===== config.mk =====
export PLATFORM = sky130hd
export DESIGN_NAME = qspi_seq_master
export DESIGN_NICKNAME = d
export VERILOG_FILES = /design/src/design/qspi_seq_pkg.sv /design/src/design/qspi_seq_master.sv
export SDC_FILE = /design/constraint.sdc
export NUM_CORES = 1
export LEC_CHECK = 0
export ABC_AREA = 1
export BUFFER_PORTS_ARGS = -buffer_cell sky130_fd_sc_hd__buf_2
export CAP_MARGIN = 15
export CORE_ASPECT_RATIO = 0.9
export CORE_MARGIN = 5
export CORE_UTILIZATION = 50
export CTS_BUF_LIST = sky130_fd_sc_hd__clkbuf_16
export DETAILED_ROUTE_END_ITERATION = 16
export PLACE_DENSITY = 0.67
export SYNTH_ARGS = -nofsm -noshare
export SYNTH_HDL_FRONTEND = slang
export SYNTH_SLANG_ARGS = --single-unit

===== constraint.sdc =====
create_clock -name ref_clk -period 4 [get_ports ref_clk]
set_clock_uncertainty 0.2 [all_clocks]
set_input_delay 0.4 -clock ref_clk [delete_from_list [all_inputs] [get_ports ref_clk]]
set_output_delay 0.4 -clock ref_clk [all_outputs]
set_load 0.05 [all_outputs]

===== src/design/qspi_seq_pkg.sv =====
`default_nettype none
package qspi_seq_pkg;
  // buffers
  localparam int FIFO_DEPTH = 32;
  localparam int HALF_DEPTH = 16;
  localparam int PTR_W      = 5;
  localparam int CNT_W      = 6;
  // control_reg layout and reset value
  localparam int         CTRL_ENABLE_BIT = 6;
  localparam int         CTRL_MASTER_BIT = 3;
  localparam logic [7:0] CTRL_RESET      = 8'h00;
  // buffer_control_reg layout and reset value
  localparam int         TX_RST_BIT  = 7;
  localparam int         RX_RST_BIT  = 6;
  localparam int         TX_TRIG_LSB = 4;
  localparam int         RX_TRIG_LSB = 0;
  localparam logic [7:0] BFCR_RESET  = 8'h00;
  // command slot layout
  localparam int DIR_BIT   = 0;
  localparam int MODE_LSB  = 1;
  localparam int KEEP_BIT  = 3;
  localparam int UNIT_LSB  = 4;
  localparam logic [3:0] UNIT_8  = 4'h0;
  localparam logic [3:0] UNIT_16 = 4'h1;
  localparam logic [3:0] UNIT_32 = 4'h2;
  // sequence
  localparam logic [1:0] SEQ_LEN_RESET = 2'h0;
  localparam logic [1:0] SEQ_LAST_SLOT = 2'h2;
  // serial clock half period
  localparam int         REF_PERIOD_NS = 50;
  localparam int         SCK_HALF_NS   = 200;
  localparam int         SCK_HALF_CYC  = (SCK_HALF_NS + REF_PERIOD_NS - 1) / REF_PERIOD_NS;
  localparam logic [2:0] DIV_LAST      = 3'(SCK_HALF_CYC - 1);

  typedef enum logic [1:0] {
    LANE_SINGLE = 2'h0,
    LANE_DUAL   = 2'h1,
    LANE_QUAD   = 2'h2
  } lane_mode_t;

  typedef enum logic [2:0] {
    ST_IDLE     = 3'h0,
    ST_SELECT   = 3'h1,
    ST_LOAD     = 3'h2,
    ST_SHIFT    = 3'h3,
    ST_SLOT_END = 3'h4
  } state_t;
endpackage
`default_nettype wire


===== src/design/qspi_seq_master.sv =====
// Operation
// - lane mode 01 dual, 10 quad
// - direction bit 1 reads, 0 writes
// - keep bit 1 holds select after slot
// - keep bit 0 negates select after slot
// - sequence length chooses how many slots run
// - control 48h enables master, clock driven
// - control 08h disables, keeps master, clock
// - buffer control resets both buffers, releases
// - two 32-byte buffers, half is 16
// - buffer control 1Dh sets triggers 16/16
// - buffer control 30h sets triggers 0/1
// - unit field 0010 32-bit, 0000 8-bit
// - lane mode 00 selects single lane
`default_nettype none
module qspi_seq_master (
  // clock and reset
  input  wire logic                 ref_clk,
  input  wire logic                 nrst,
  // control
  input  wire logic                 ctrl_write,
  input  wire logic [7:0]           ctrl_wdata,
  input  wire logic                 bfcr_write,
  input  wire logic [7:0]           bfcr_wdata,
  input  wire logic [1:0]           sequence_length_reg,
  input  wire logic [7:0]           seq_command_slot0,
  input  wire logic [7:0]           seq_command_slot1,
  input  wire logic [7:0]           seq_command_slot2,
  input  wire logic [7:0]           slot0_multiplier,
  input  wire logic [7:0]           slot1_multiplier,
  input  wire logic [7:0]           slot2_multiplier,
  input  wire logic                 seq_start,
  input  wire logic                 clr_select_negated,
  input  wire logic                 clr_tx_empty,
  input  wire logic                 clr_rx_full,
  // status
  output logic [7:0]                control_reg,
  output logic [7:0]                buffer_control_reg,
  output logic                      select_negated_flag,
  output logic                      tx_empty_flag,
  output logic                      rx_full_flag,
  output logic                      busy,
  // transmit data
  input  wire logic                 tx_valid,
  input  wire logic [7:0]           tx_data,
  output logic                      tx_ready,
  // receive data
  output logic                      rx_valid,
  output logic [7:0]                rx_data,
  input  wire logic                 rx_ready,
  // serial pins
  output logic                      serial_clock_pin,
  output logic                      serial_clock_oe,
  output logic                      slave_select_line_n,
  input  wire logic [3:0]           io_in,
  output logic [3:0]                io_out,
  output logic [3:0]                io_oe
);
  import qspi_seq_pkg::*;

  function automatic logic [5:0] tx_trig(input logic [1:0] code);
    case (code)
      2'h0:    tx_trig = 6'h18;
      2'h1:    tx_trig = 6'h10;
      2'h2:    tx_trig = 6'h08;
      default: tx_trig = 6'h00;
    endcase
  endfunction

  function automatic logic [5:0] rx_trig(input logic [2:0] code);
    case (code)
      3'h0:    rx_trig = 6'h01;
      3'h1:    rx_trig = 6'h02;
      3'h2:    rx_trig = 6'h04;
      3'h3:    rx_trig = 6'h08;
      3'h4:    rx_trig = 6'h0c;
      3'h5:    rx_trig = 6'h10;
      3'h6:    rx_trig = 6'h14;
      default: rx_trig = 6'h18;
    endcase
  endfunction

  // unit bytes times multiplier; a zero multiplier runs 256 units
  function automatic logic [10:0] slot_bytes(input logic [3:0] unit, input logic [7:0] mult);
    logic [10:0] m;
    m = (mult == 8'h00) ? 11'h100 : {3'h0, mult};
    case (unit)
      UNIT_32: slot_bytes = 11'(m << 2);
      UNIT_16: slot_bytes = 11'(m << 1);
      default: slot_bytes = m;
    endcase
  endfunction

  function automatic logic [3:0] lane_mask(input logic [1:0] mode);
    case (mode)
      LANE_DUAL: lane_mask = 4'h3;
      LANE_QUAD: lane_mask = 4'hf;
      default:   lane_mask = 4'h1;
    endcase
  endfunction

  function automatic logic [2:0] last_grp(input logic [1:0] mode);
    case (mode)
      LANE_DUAL: last_grp = 3'h3;
      LANE_QUAD: last_grp = 3'h1;
      default:   last_grp = 3'h7;
    endcase
  endfunction

  // shifts msb first; reads take new bits in at the bottom
  function automatic logic [7:0] shift_step(input logic [7:0] sh, input logic [1:0] mode, input logic [3:0] din);
    case (mode)
      LANE_DUAL: shift_step = {sh[5:0], din[1:0]};
      LANE_QUAD: shift_step = {sh[3:0], din};
      default:   shift_step = {sh[6:0], din[1]};
    endcase
  endfunction

  function automatic logic [3:0] lane_out(input logic [7:0] sh, input logic [1:0] mode);
    case (mode)
      LANE_DUAL: lane_out = {2'h0, sh[7:6]};
      LANE_QUAD: lane_out = sh[7:4];
      default:   lane_out = {3'h0, sh[7]};
    endcase
  endfunction

  ////////////////////////////////////////////////////////////////////////////
  state_t       state, next_state;
  logic [2:0]   div_cnt, next_div_cnt, grp, next_grp;
  logic [1:0]   slot, next_slot, mode, next_mode;
  logic         dir, next_dir, keep, next_keep;
  logic [10:0]  bytes_left, next_bytes_left;
  logic [7:0]   shreg, next_shreg, cmd;
  logic [7:0]   next_ctrl, next_bfcr, mult;
  logic         next_sck, next_sel_n, next_neg_f, next_txe_f, next_rxf_f;
  logic [3:0]   next_io_out, next_io_oe, sync1, sync2;
  logic [1:0]   last_slot;
  logic         tick, enabled, tx_pop, rx_push, neg_evt;
  logic [7:0]   tx_mem [FIFO_DEPTH];
  logic [7:0]   rx_mem [FIFO_DEPTH];
  logic [PTR_W-1:0] tx_wr, tx_rd, rx_wr, rx_rd, next_tx_wr, next_tx_rd, next_rx_wr, next_rx_rd;
  logic [CNT_W-1:0] tx_cnt, rx_cnt, next_tx_cnt, next_rx_cnt;
  logic         tx_push, rx_move, rx_pop, next_tx_ready, next_rx_valid;
  logic [1:0]   ob_cnt, next_ob_cnt;
  logic [7:0]   ob1, next_ob0, next_ob1;

  assign enabled   = control_reg[CTRL_ENABLE_BIT];
  assign tick      = (div_cnt == DIV_LAST);
  assign last_slot = (sequence_length_reg > SEQ_LAST_SLOT) ? SEQ_LAST_SLOT : sequence_length_reg;
  assign cmd       = (slot == 2'h0) ? seq_command_slot0 : (slot == 2'h1) ? seq_command_slot1 : seq_command_slot2;
  assign mult      = (slot == 2'h0) ? slot0_multiplier : (slot == 2'h1) ? slot1_multiplier : slot2_multiplier;

  // pin inputs pass two flops; only the second is read
  always_ff @(posedge ref_clk) begin
    sync1 <= io_in;
    sync2 <= sync1;
  end

  ////////////////////////////////////////////////////////////////////////////
  // sequence engine
  always_comb begin
    next_state      = state;
    next_div_cnt    = tick ? 3'h0 : 3'(div_cnt + 3'h1);
    next_grp        = grp;
    next_slot       = slot;
    next_mode       = mode;
    next_dir        = dir;
    next_keep       = keep;
    next_bytes_left = bytes_left;
    next_shreg      = shreg;
    next_sck        = serial_clock_pin;
    next_sel_n      = slave_select_line_n;
    tx_pop          = 1'b0;
    rx_push         = 1'b0;
    neg_evt         = 1'b0;
    if (!enabled) begin
      // disable drops any transfer in flight; master bit stays in control_reg
      next_state = ST_IDLE;
      next_sck   = 1'b0;
      next_sel_n = 1'b1;
      neg_evt    = !slave_select_line_n;
    end else begin
      case (state)
        ST_IDLE: begin
          if (seq_start) begin
            next_slot  = 2'h0;
            next_state = ST_SELECT;
          end
        end
        ST_SELECT: begin
          next_dir        = cmd[DIR_BIT];
          next_mode       = cmd[MODE_LSB +: 2];
          next_keep       = cmd[KEEP_BIT];
          next_bytes_left = slot_bytes(cmd[UNIT_LSB +: 4], mult);
          next_sel_n      = 1'b0;
          // leave on a divider tick so the first read sample sees data from after select fell
          next_state      = tick ? ST_LOAD : ST_SELECT;
        end
        ST_LOAD: begin
          // stall rather than underrun the transmit or overrun the receive buffer
          next_grp = 3'h0;
          if (!dir && tx_cnt != '0) begin
            tx_pop     = 1'b1;
            next_shreg = tx_mem[tx_rd];
            next_state = ST_SHIFT;
          end else if (dir && rx_cnt != CNT_W'(FIFO_DEPTH)) begin
            next_shreg = 8'h00;
            next_state = ST_SHIFT;
          end
        end
        ST_SHIFT: begin
          if (tick) begin
            next_sck = !serial_clock_pin;
            if (!serial_clock_pin) begin
              if (dir) next_shreg = shift_step(shreg, mode, sync2);
            end else begin
              if (!dir) next_shreg = shift_step(shreg, mode, 4'h0);
              next_grp = 3'(grp + 3'h1);
              if (grp == last_grp(mode)) begin
                rx_push         = dir;
                next_bytes_left = 11'(bytes_left - 11'h1);
                next_state      = (bytes_left == 11'h1) ? ST_SLOT_END : ST_LOAD;
              end
            end
          end
        end
        ST_SLOT_END: begin
          if (!keep) begin
            next_sel_n = 1'b1;
            neg_evt    = 1'b1;
          end
          // with keep set the select stays low into the next slot or access
          if (slot == last_slot) begin
            next_state = ST_IDLE;
          end else begin
            next_slot  = 2'(slot + 2'h1);
            next_state = ST_SELECT;
          end
        end
        default: next_state = ST_IDLE;
      endcase
    end
    next_io_oe  = (next_state == ST_SHIFT && !next_dir) ? lane_mask(next_mode) : 4'h0;
    next_io_out = lane_out(next_shreg, next_mode);
  end

  always_ff @(posedge ref_clk) begin
    if (!nrst) begin
      state               <= ST_IDLE;
      div_cnt             <= 3'h0;
      grp                 <= 3'h0;
      slot                <= 2'h0;
      mode                <= LANE_SINGLE;
      dir                 <= 1'b0;
      keep                <= 1'b0;
      bytes_left          <= 11'h0;
      shreg               <= 8'h00;
      serial_clock_pin    <= 1'b0;
      slave_select_line_n <= 1'b1;
      io_out              <= 4'h0;
      io_oe               <= 4'h0;
      busy                <= 1'b0;
    end else begin
      state               <= next_state;
      div_cnt             <= next_div_cnt;
      grp                 <= next_grp;
      slot                <= next_slot;
      mode                <= next_mode;
      dir                 <= next_dir;
      keep                <= next_keep;
      bytes_left          <= next_bytes_left;
      shreg               <= next_shreg;
      serial_clock_pin    <= next_sck;
      slave_select_line_n <= next_sel_n;
      io_out              <= next_io_out;
      io_oe               <= next_io_oe;
      busy                <= (next_state != ST_IDLE);
    end
  end

  ////////////////////////////////////////////////////////////////////////////
  // registers, flags and buffers
  assign tx_push = tx_valid && tx_ready;
  assign rx_pop  = rx_valid && rx_ready;
  assign rx_move = (rx_cnt != '0) && (ob_cnt != 2'h2 || rx_pop);

  always_comb begin
    next_ctrl   = ctrl_write ? ctrl_wdata : control_reg;
    next_bfcr   = bfcr_write ? bfcr_wdata : buffer_control_reg;
    next_tx_wr  = PTR_W'(tx_wr + {4'h0, tx_push});
    next_tx_rd  = PTR_W'(tx_rd + {4'h0, tx_pop});
    next_tx_cnt = CNT_W'(tx_cnt + {5'h0, tx_push} - {5'h0, tx_pop});
    next_rx_wr  = PTR_W'(rx_wr + {4'h0, rx_push});
    next_rx_rd  = PTR_W'(rx_rd + {4'h0, rx_move});
    next_rx_cnt = CNT_W'(rx_cnt + {5'h0, rx_push} - {5'h0, rx_move});
    next_ob0    = rx_data;
    next_ob1    = ob1;
    next_ob_cnt = ob_cnt;
    if (rx_pop) begin
      next_ob0    = ob1;
      next_ob_cnt = 2'(next_ob_cnt - 2'h1);
    end
    if (rx_move) begin
      if (next_ob_cnt == 2'h0) next_ob0 = rx_mem[rx_rd];
      else next_ob1 = rx_mem[rx_rd];
      next_ob_cnt = 2'(next_ob_cnt + 2'h1);
    end
    // a reset bit holds its buffer empty until software writes it back to zero
    if (buffer_control_reg[TX_RST_BIT]) begin
      next_tx_wr  = '0;
      next_tx_rd  = '0;
      next_tx_cnt = '0;
    end
    if (buffer_control_reg[RX_RST_BIT]) begin
      next_rx_wr  = '0;
      next_rx_rd  = '0;
      next_rx_cnt = '0;
      next_ob_cnt = 2'h0;
    end
    next_tx_ready = (next_tx_cnt != CNT_W'(FIFO_DEPTH)) && !next_bfcr[TX_RST_BIT];
    next_rx_valid = (next_ob_cnt != 2'h0);
    // a set in the same cycle as its clear wins
    next_neg_f = neg_evt || (select_negated_flag && !clr_select_negated);
    next_txe_f = (tx_cnt <= tx_trig(buffer_control_reg[TX_TRIG_LSB +: 2])) || (tx_empty_flag && !clr_tx_empty);
    next_rxf_f = (rx_cnt >= rx_trig(buffer_control_reg[RX_TRIG_LSB +: 3])) || (rx_full_flag && !clr_rx_full);
  end

  always_ff @(posedge ref_clk) begin
    if (tx_push) tx_mem[tx_wr] <= tx_data;
    if (rx_push) rx_mem[rx_wr] <= shreg;
  end

  always_ff @(posedge ref_clk) begin
    if (!nrst) begin
      control_reg         <= CTRL_RESET;
      buffer_control_reg  <= BFCR_RESET;
      serial_clock_oe     <= 1'b0;
      tx_wr               <= '0;
      tx_rd               <= '0;
      tx_cnt              <= '0;
      rx_wr               <= '0;
      rx_rd               <= '0;
      rx_cnt              <= '0;
      ob_cnt              <= 2'h0;
      ob1                 <= 8'h00;
      rx_data             <= 8'h00;
      rx_valid            <= 1'b0;
      tx_ready            <= 1'b0;
      select_negated_flag <= 1'b0;
      tx_empty_flag       <= 1'b0;
      rx_full_flag        <= 1'b0;
    end else begin
      control_reg         <= next_ctrl;
      buffer_control_reg  <= next_bfcr;
      serial_clock_oe     <= next_ctrl[CTRL_MASTER_BIT];
      tx_wr               <= next_tx_wr;
      tx_rd               <= next_tx_rd;
      tx_cnt              <= next_tx_cnt;
      rx_wr               <= next_rx_wr;
      rx_rd               <= next_rx_rd;
      rx_cnt              <= next_rx_cnt;
      ob_cnt              <= next_ob_cnt;
      ob1                 <= next_ob1;
      rx_data             <= next_ob0;
      rx_valid            <= next_rx_valid;
      tx_ready            <= next_tx_ready;
      select_negated_flag <= next_neg_f;
      tx_empty_flag       <= next_txe_f;
      rx_full_flag        <= next_rxf_f;
    end
  end
endmodule
`default_nettype wire


==> results.json <==
{
  "min_path_type": "in2reg",
  "slowest_stage": "nor2_1",
  "timing.rr.start": "mode[0]",
  "path_class": "reg2reg",
  "cts_resized": 0,
  "p_sw_share_pct": 21.6,
  "synth-seq-cells": 635,
  "maxCapViolCount": 0,
  "critical_path.max_stage_delay_ps": 670,
  "cp_data_arrival_time_ps": 3520,
  "crit_path_end_kind": "register",
  "num_antenna_cells": 0,
  "worstSetupStartpointType": "register",
  "hpwl_um": 43500,
  "dieWidth_um": 255,
  "ys_types": 53,
  "vias": 19600,
  "maxSlewHeadroom_pct": 32.2,
  "synth_top_area_share_pct": 56.9,
  "nNetsFinal": 2788,
  "gr-total-overflow": 0,
  "final_core_util_pct": 57.2,
  "cts_buffers": 61,
  "synthCells": 2528,
  "outcome": "completed",
  "core.rowCount": 80,
  "reg_top3": "rx_mem: 256 flops, tx_mem: 256 flops, bytes_left: 11 flops",
  "min_from": "ctrl_write",
  "clock_sinks": 635,
  "post_cts_buffers": 0,
  "path_max_fanout": 15,
  "rsz0062_at_grt": "false",
  "p_switching_mw": 2.85,
  "hold_viol_final": 0,
  "clk_pin_slew_ps": 60,
  "synth_nets": 2662,
  "required_ps": 4030,
  "setup_tns_ps": 0,
  "cp_top_family": "simple AND/OR/NAND/NOR gates",
  "pin_count": 129,
  "ir_worst_vdd_mv": 0.377,
  "post_drt_wl_per_cell_um": 20.2,
  "ys_seq_area_share_pct": 66.0,
  "p_total_mw": 13.2,
  "synth_warnings": 0,
  "min_period_ps": 3480,
  "cts_buffer_depth": 3,
  "drive_above_1_share_pct": 10.7,
  "cp_num_buf_inv": 2,
  "multiInputGateArea_um2": 7920,
  "p_int_mw": 10.3,
  "pwr-share-clk_pct": 42.2,
  "initialDrtViolationCount": 1892,
  "area_growth_pct": 12.6,
  "p_per_area_nw_per_um2": 433,
  "cts_root_buf": "clkbuf_16",
  "fin_hold_ws_ps": 49.9,
  "clk_latency_ps": 650,
  "cts.htree.levels": 2,
  "grt_pass1_vias": 19000,
  "max_freq_mhz": 287,
  "wl_um": 68800,
  "hold_buffers": 37,
  "setup_viol": 0,
  "worstMarginPinSlew_ps": 1020,
  "ff_latch_area_um2": 17800,
  "dr.pass1.iters": 5,
  "synth_area_um2": 27000,
  "cp-startpoint": "mode[0]",
  "grt_pass1_wl_um": 107000,
  "pwr-share-comb_pct": 3.7,
  "drc": 0,
  "min_period_over_period_pct": 87.1,
  "cts_tree": "yes",
  "synth_top_area_cell": "edfxtp_1",
  "path_cells": "inv_1 > ha_1 > inv_2 > nand2_1 > nand3_1 > nor4_2 > nand3_1 > nor2_1 > nand2_1 > nor2_1",
  "async_reset_ff_share_pct": 0,
  "yosys-top-cells-area": "edfxtp_1 (57%), dfxtp_1 (9.1%), nor2_1 (6.5%)",
  "grtUsageTotal_pct": 23.0,
  "synth_edf_count": 512,
  "synth_top_flop_cell": "edfxtp_1",
  "antenna_found_initial": 1,
  "final_antenna_net_count": 0,
  "drv_slew": 0,
  "routabilityCongestion": 0.915,
  "initial_core_util_pct": 50.8,
  "port_buffers": 128,
  "n_fill_cell": 4414,
  "p_leak_nw": 11.2,
  "grt_max_degree": 134,
  "die_area_um2": 58800,
  "core_um2": 53300,
  "die_height_um": 231,
  "avgViaCountPerCell": 5.75,
  "p_seq_share_pct": 54.2,
  "avgSynthCellArea_um2": 10.7
}
[synth_stat cells (5+ instances only)]
cell      instances
nand4_1          19
a21oi_1          79
xnor2_1           5
ha_1             44
o22ai_1          61
o21ai_1          29
o221ai_1         29
dfxtp_1         123
nor2_1          470
clkbuf_1         56
nand3_1         151
nand2_1         326
o211ai_1         37
buf_4            19
nor2_4            5
inv_1           137
edfxtp_1        512
buf_2            39
buf_6             9
nor3_1            9
inv_2            13
o21ai_0         286
clkinv_1          7
[through the flow]
step / worst slack, ps / cell area [um^2] / std cells
CTS: 539 / 30400 / 3401
detailed placement: 550 / 28100 / 3251
floorplan: 1170 / 27000 / 2528
global route: 249 / 30400 / 3401
global placement: 723 / 28100 / 3251
finish: 516 / 30400 / 3401
[layout make-up]
class / count / share of cell area [%]
Sequential cell: 635 / 58.6
Inverter: 161 / 2.02
Tap cell: 697 / 2.87
Multi-Input combinational cell: 1606 / 26.0
Clock inverter: 50 / 1.24
Clock buffer: 63 / 5.18
Timing Repair Buffer: 189 / 4.04
[path summary, 6_finish.rpt]
check              endpoint  slack, ps  cells past startpoint
max           rx_mem[19][3]        520                     10
min          control_reg[6]         50                      3
max reg2reg   rx_mem[19][3]        520                     10
min reg2reg        sync2[0]        150                      0
[power groups by stage]
stage	sequential [mW]	clock [mW]	combinational [mW]
after floorplan	7.33	0	0.222
after global placement	7.28	0	0.437
after detailed placement	7.28	0	0.446
after CTS	7.14	5.64	0.479
after global routing	7.14	5.93	0.530
final	7.14	5.56	0.483
[per-layer routing]
layer | vias up | share of wire [%] | track usage, %
met2 | 882 | 46 | 36.2
met3 | 113 | 8.1 | 4.23
met4 | 0 | 2.1 | 6.29
met5 | - | 0 | 0
li1 | 9152 | - | -
met1 | 9412 | 43 | 33.4
[worst min-delay path, stage by stage]
cell and delay, ps:
buf_2 150, clkinv_1 180, a21oi_1 90
[kinds of logic after synthesis]
kind of cell	after synthesis	synth area share (%)
buf+inv	287	4.72
xor+xnor	8	0.259
flops	635	66.0
simple gates	1005	15.4
mux	1	0.0370
fa+ha+maj	46	2.18
compound gates	546	11.4
[layout by cell type (no fill, tap or decap), types with 9 or more instances in the layout]
master and n:
buf_4 21, edfxtp_1 512, inv_1 147, nand2_1 326, nor2_1 470, dfxtp_1 119
dlygate4sd3_1 37, o221ai_1 29, inv_2 18, o21ai_0 286, clkinv_1 17, clkbuf_16 63
nand4_1 19, nor3_1 9, o21ai_1 29, clkinv_2 11, buf_2 128, o22ai_1 61
o211ai_1 37, a21oi_1 79, ha_1 44, nand3_1 151
No activity file was read; power rests on OpenSTA's default activity.
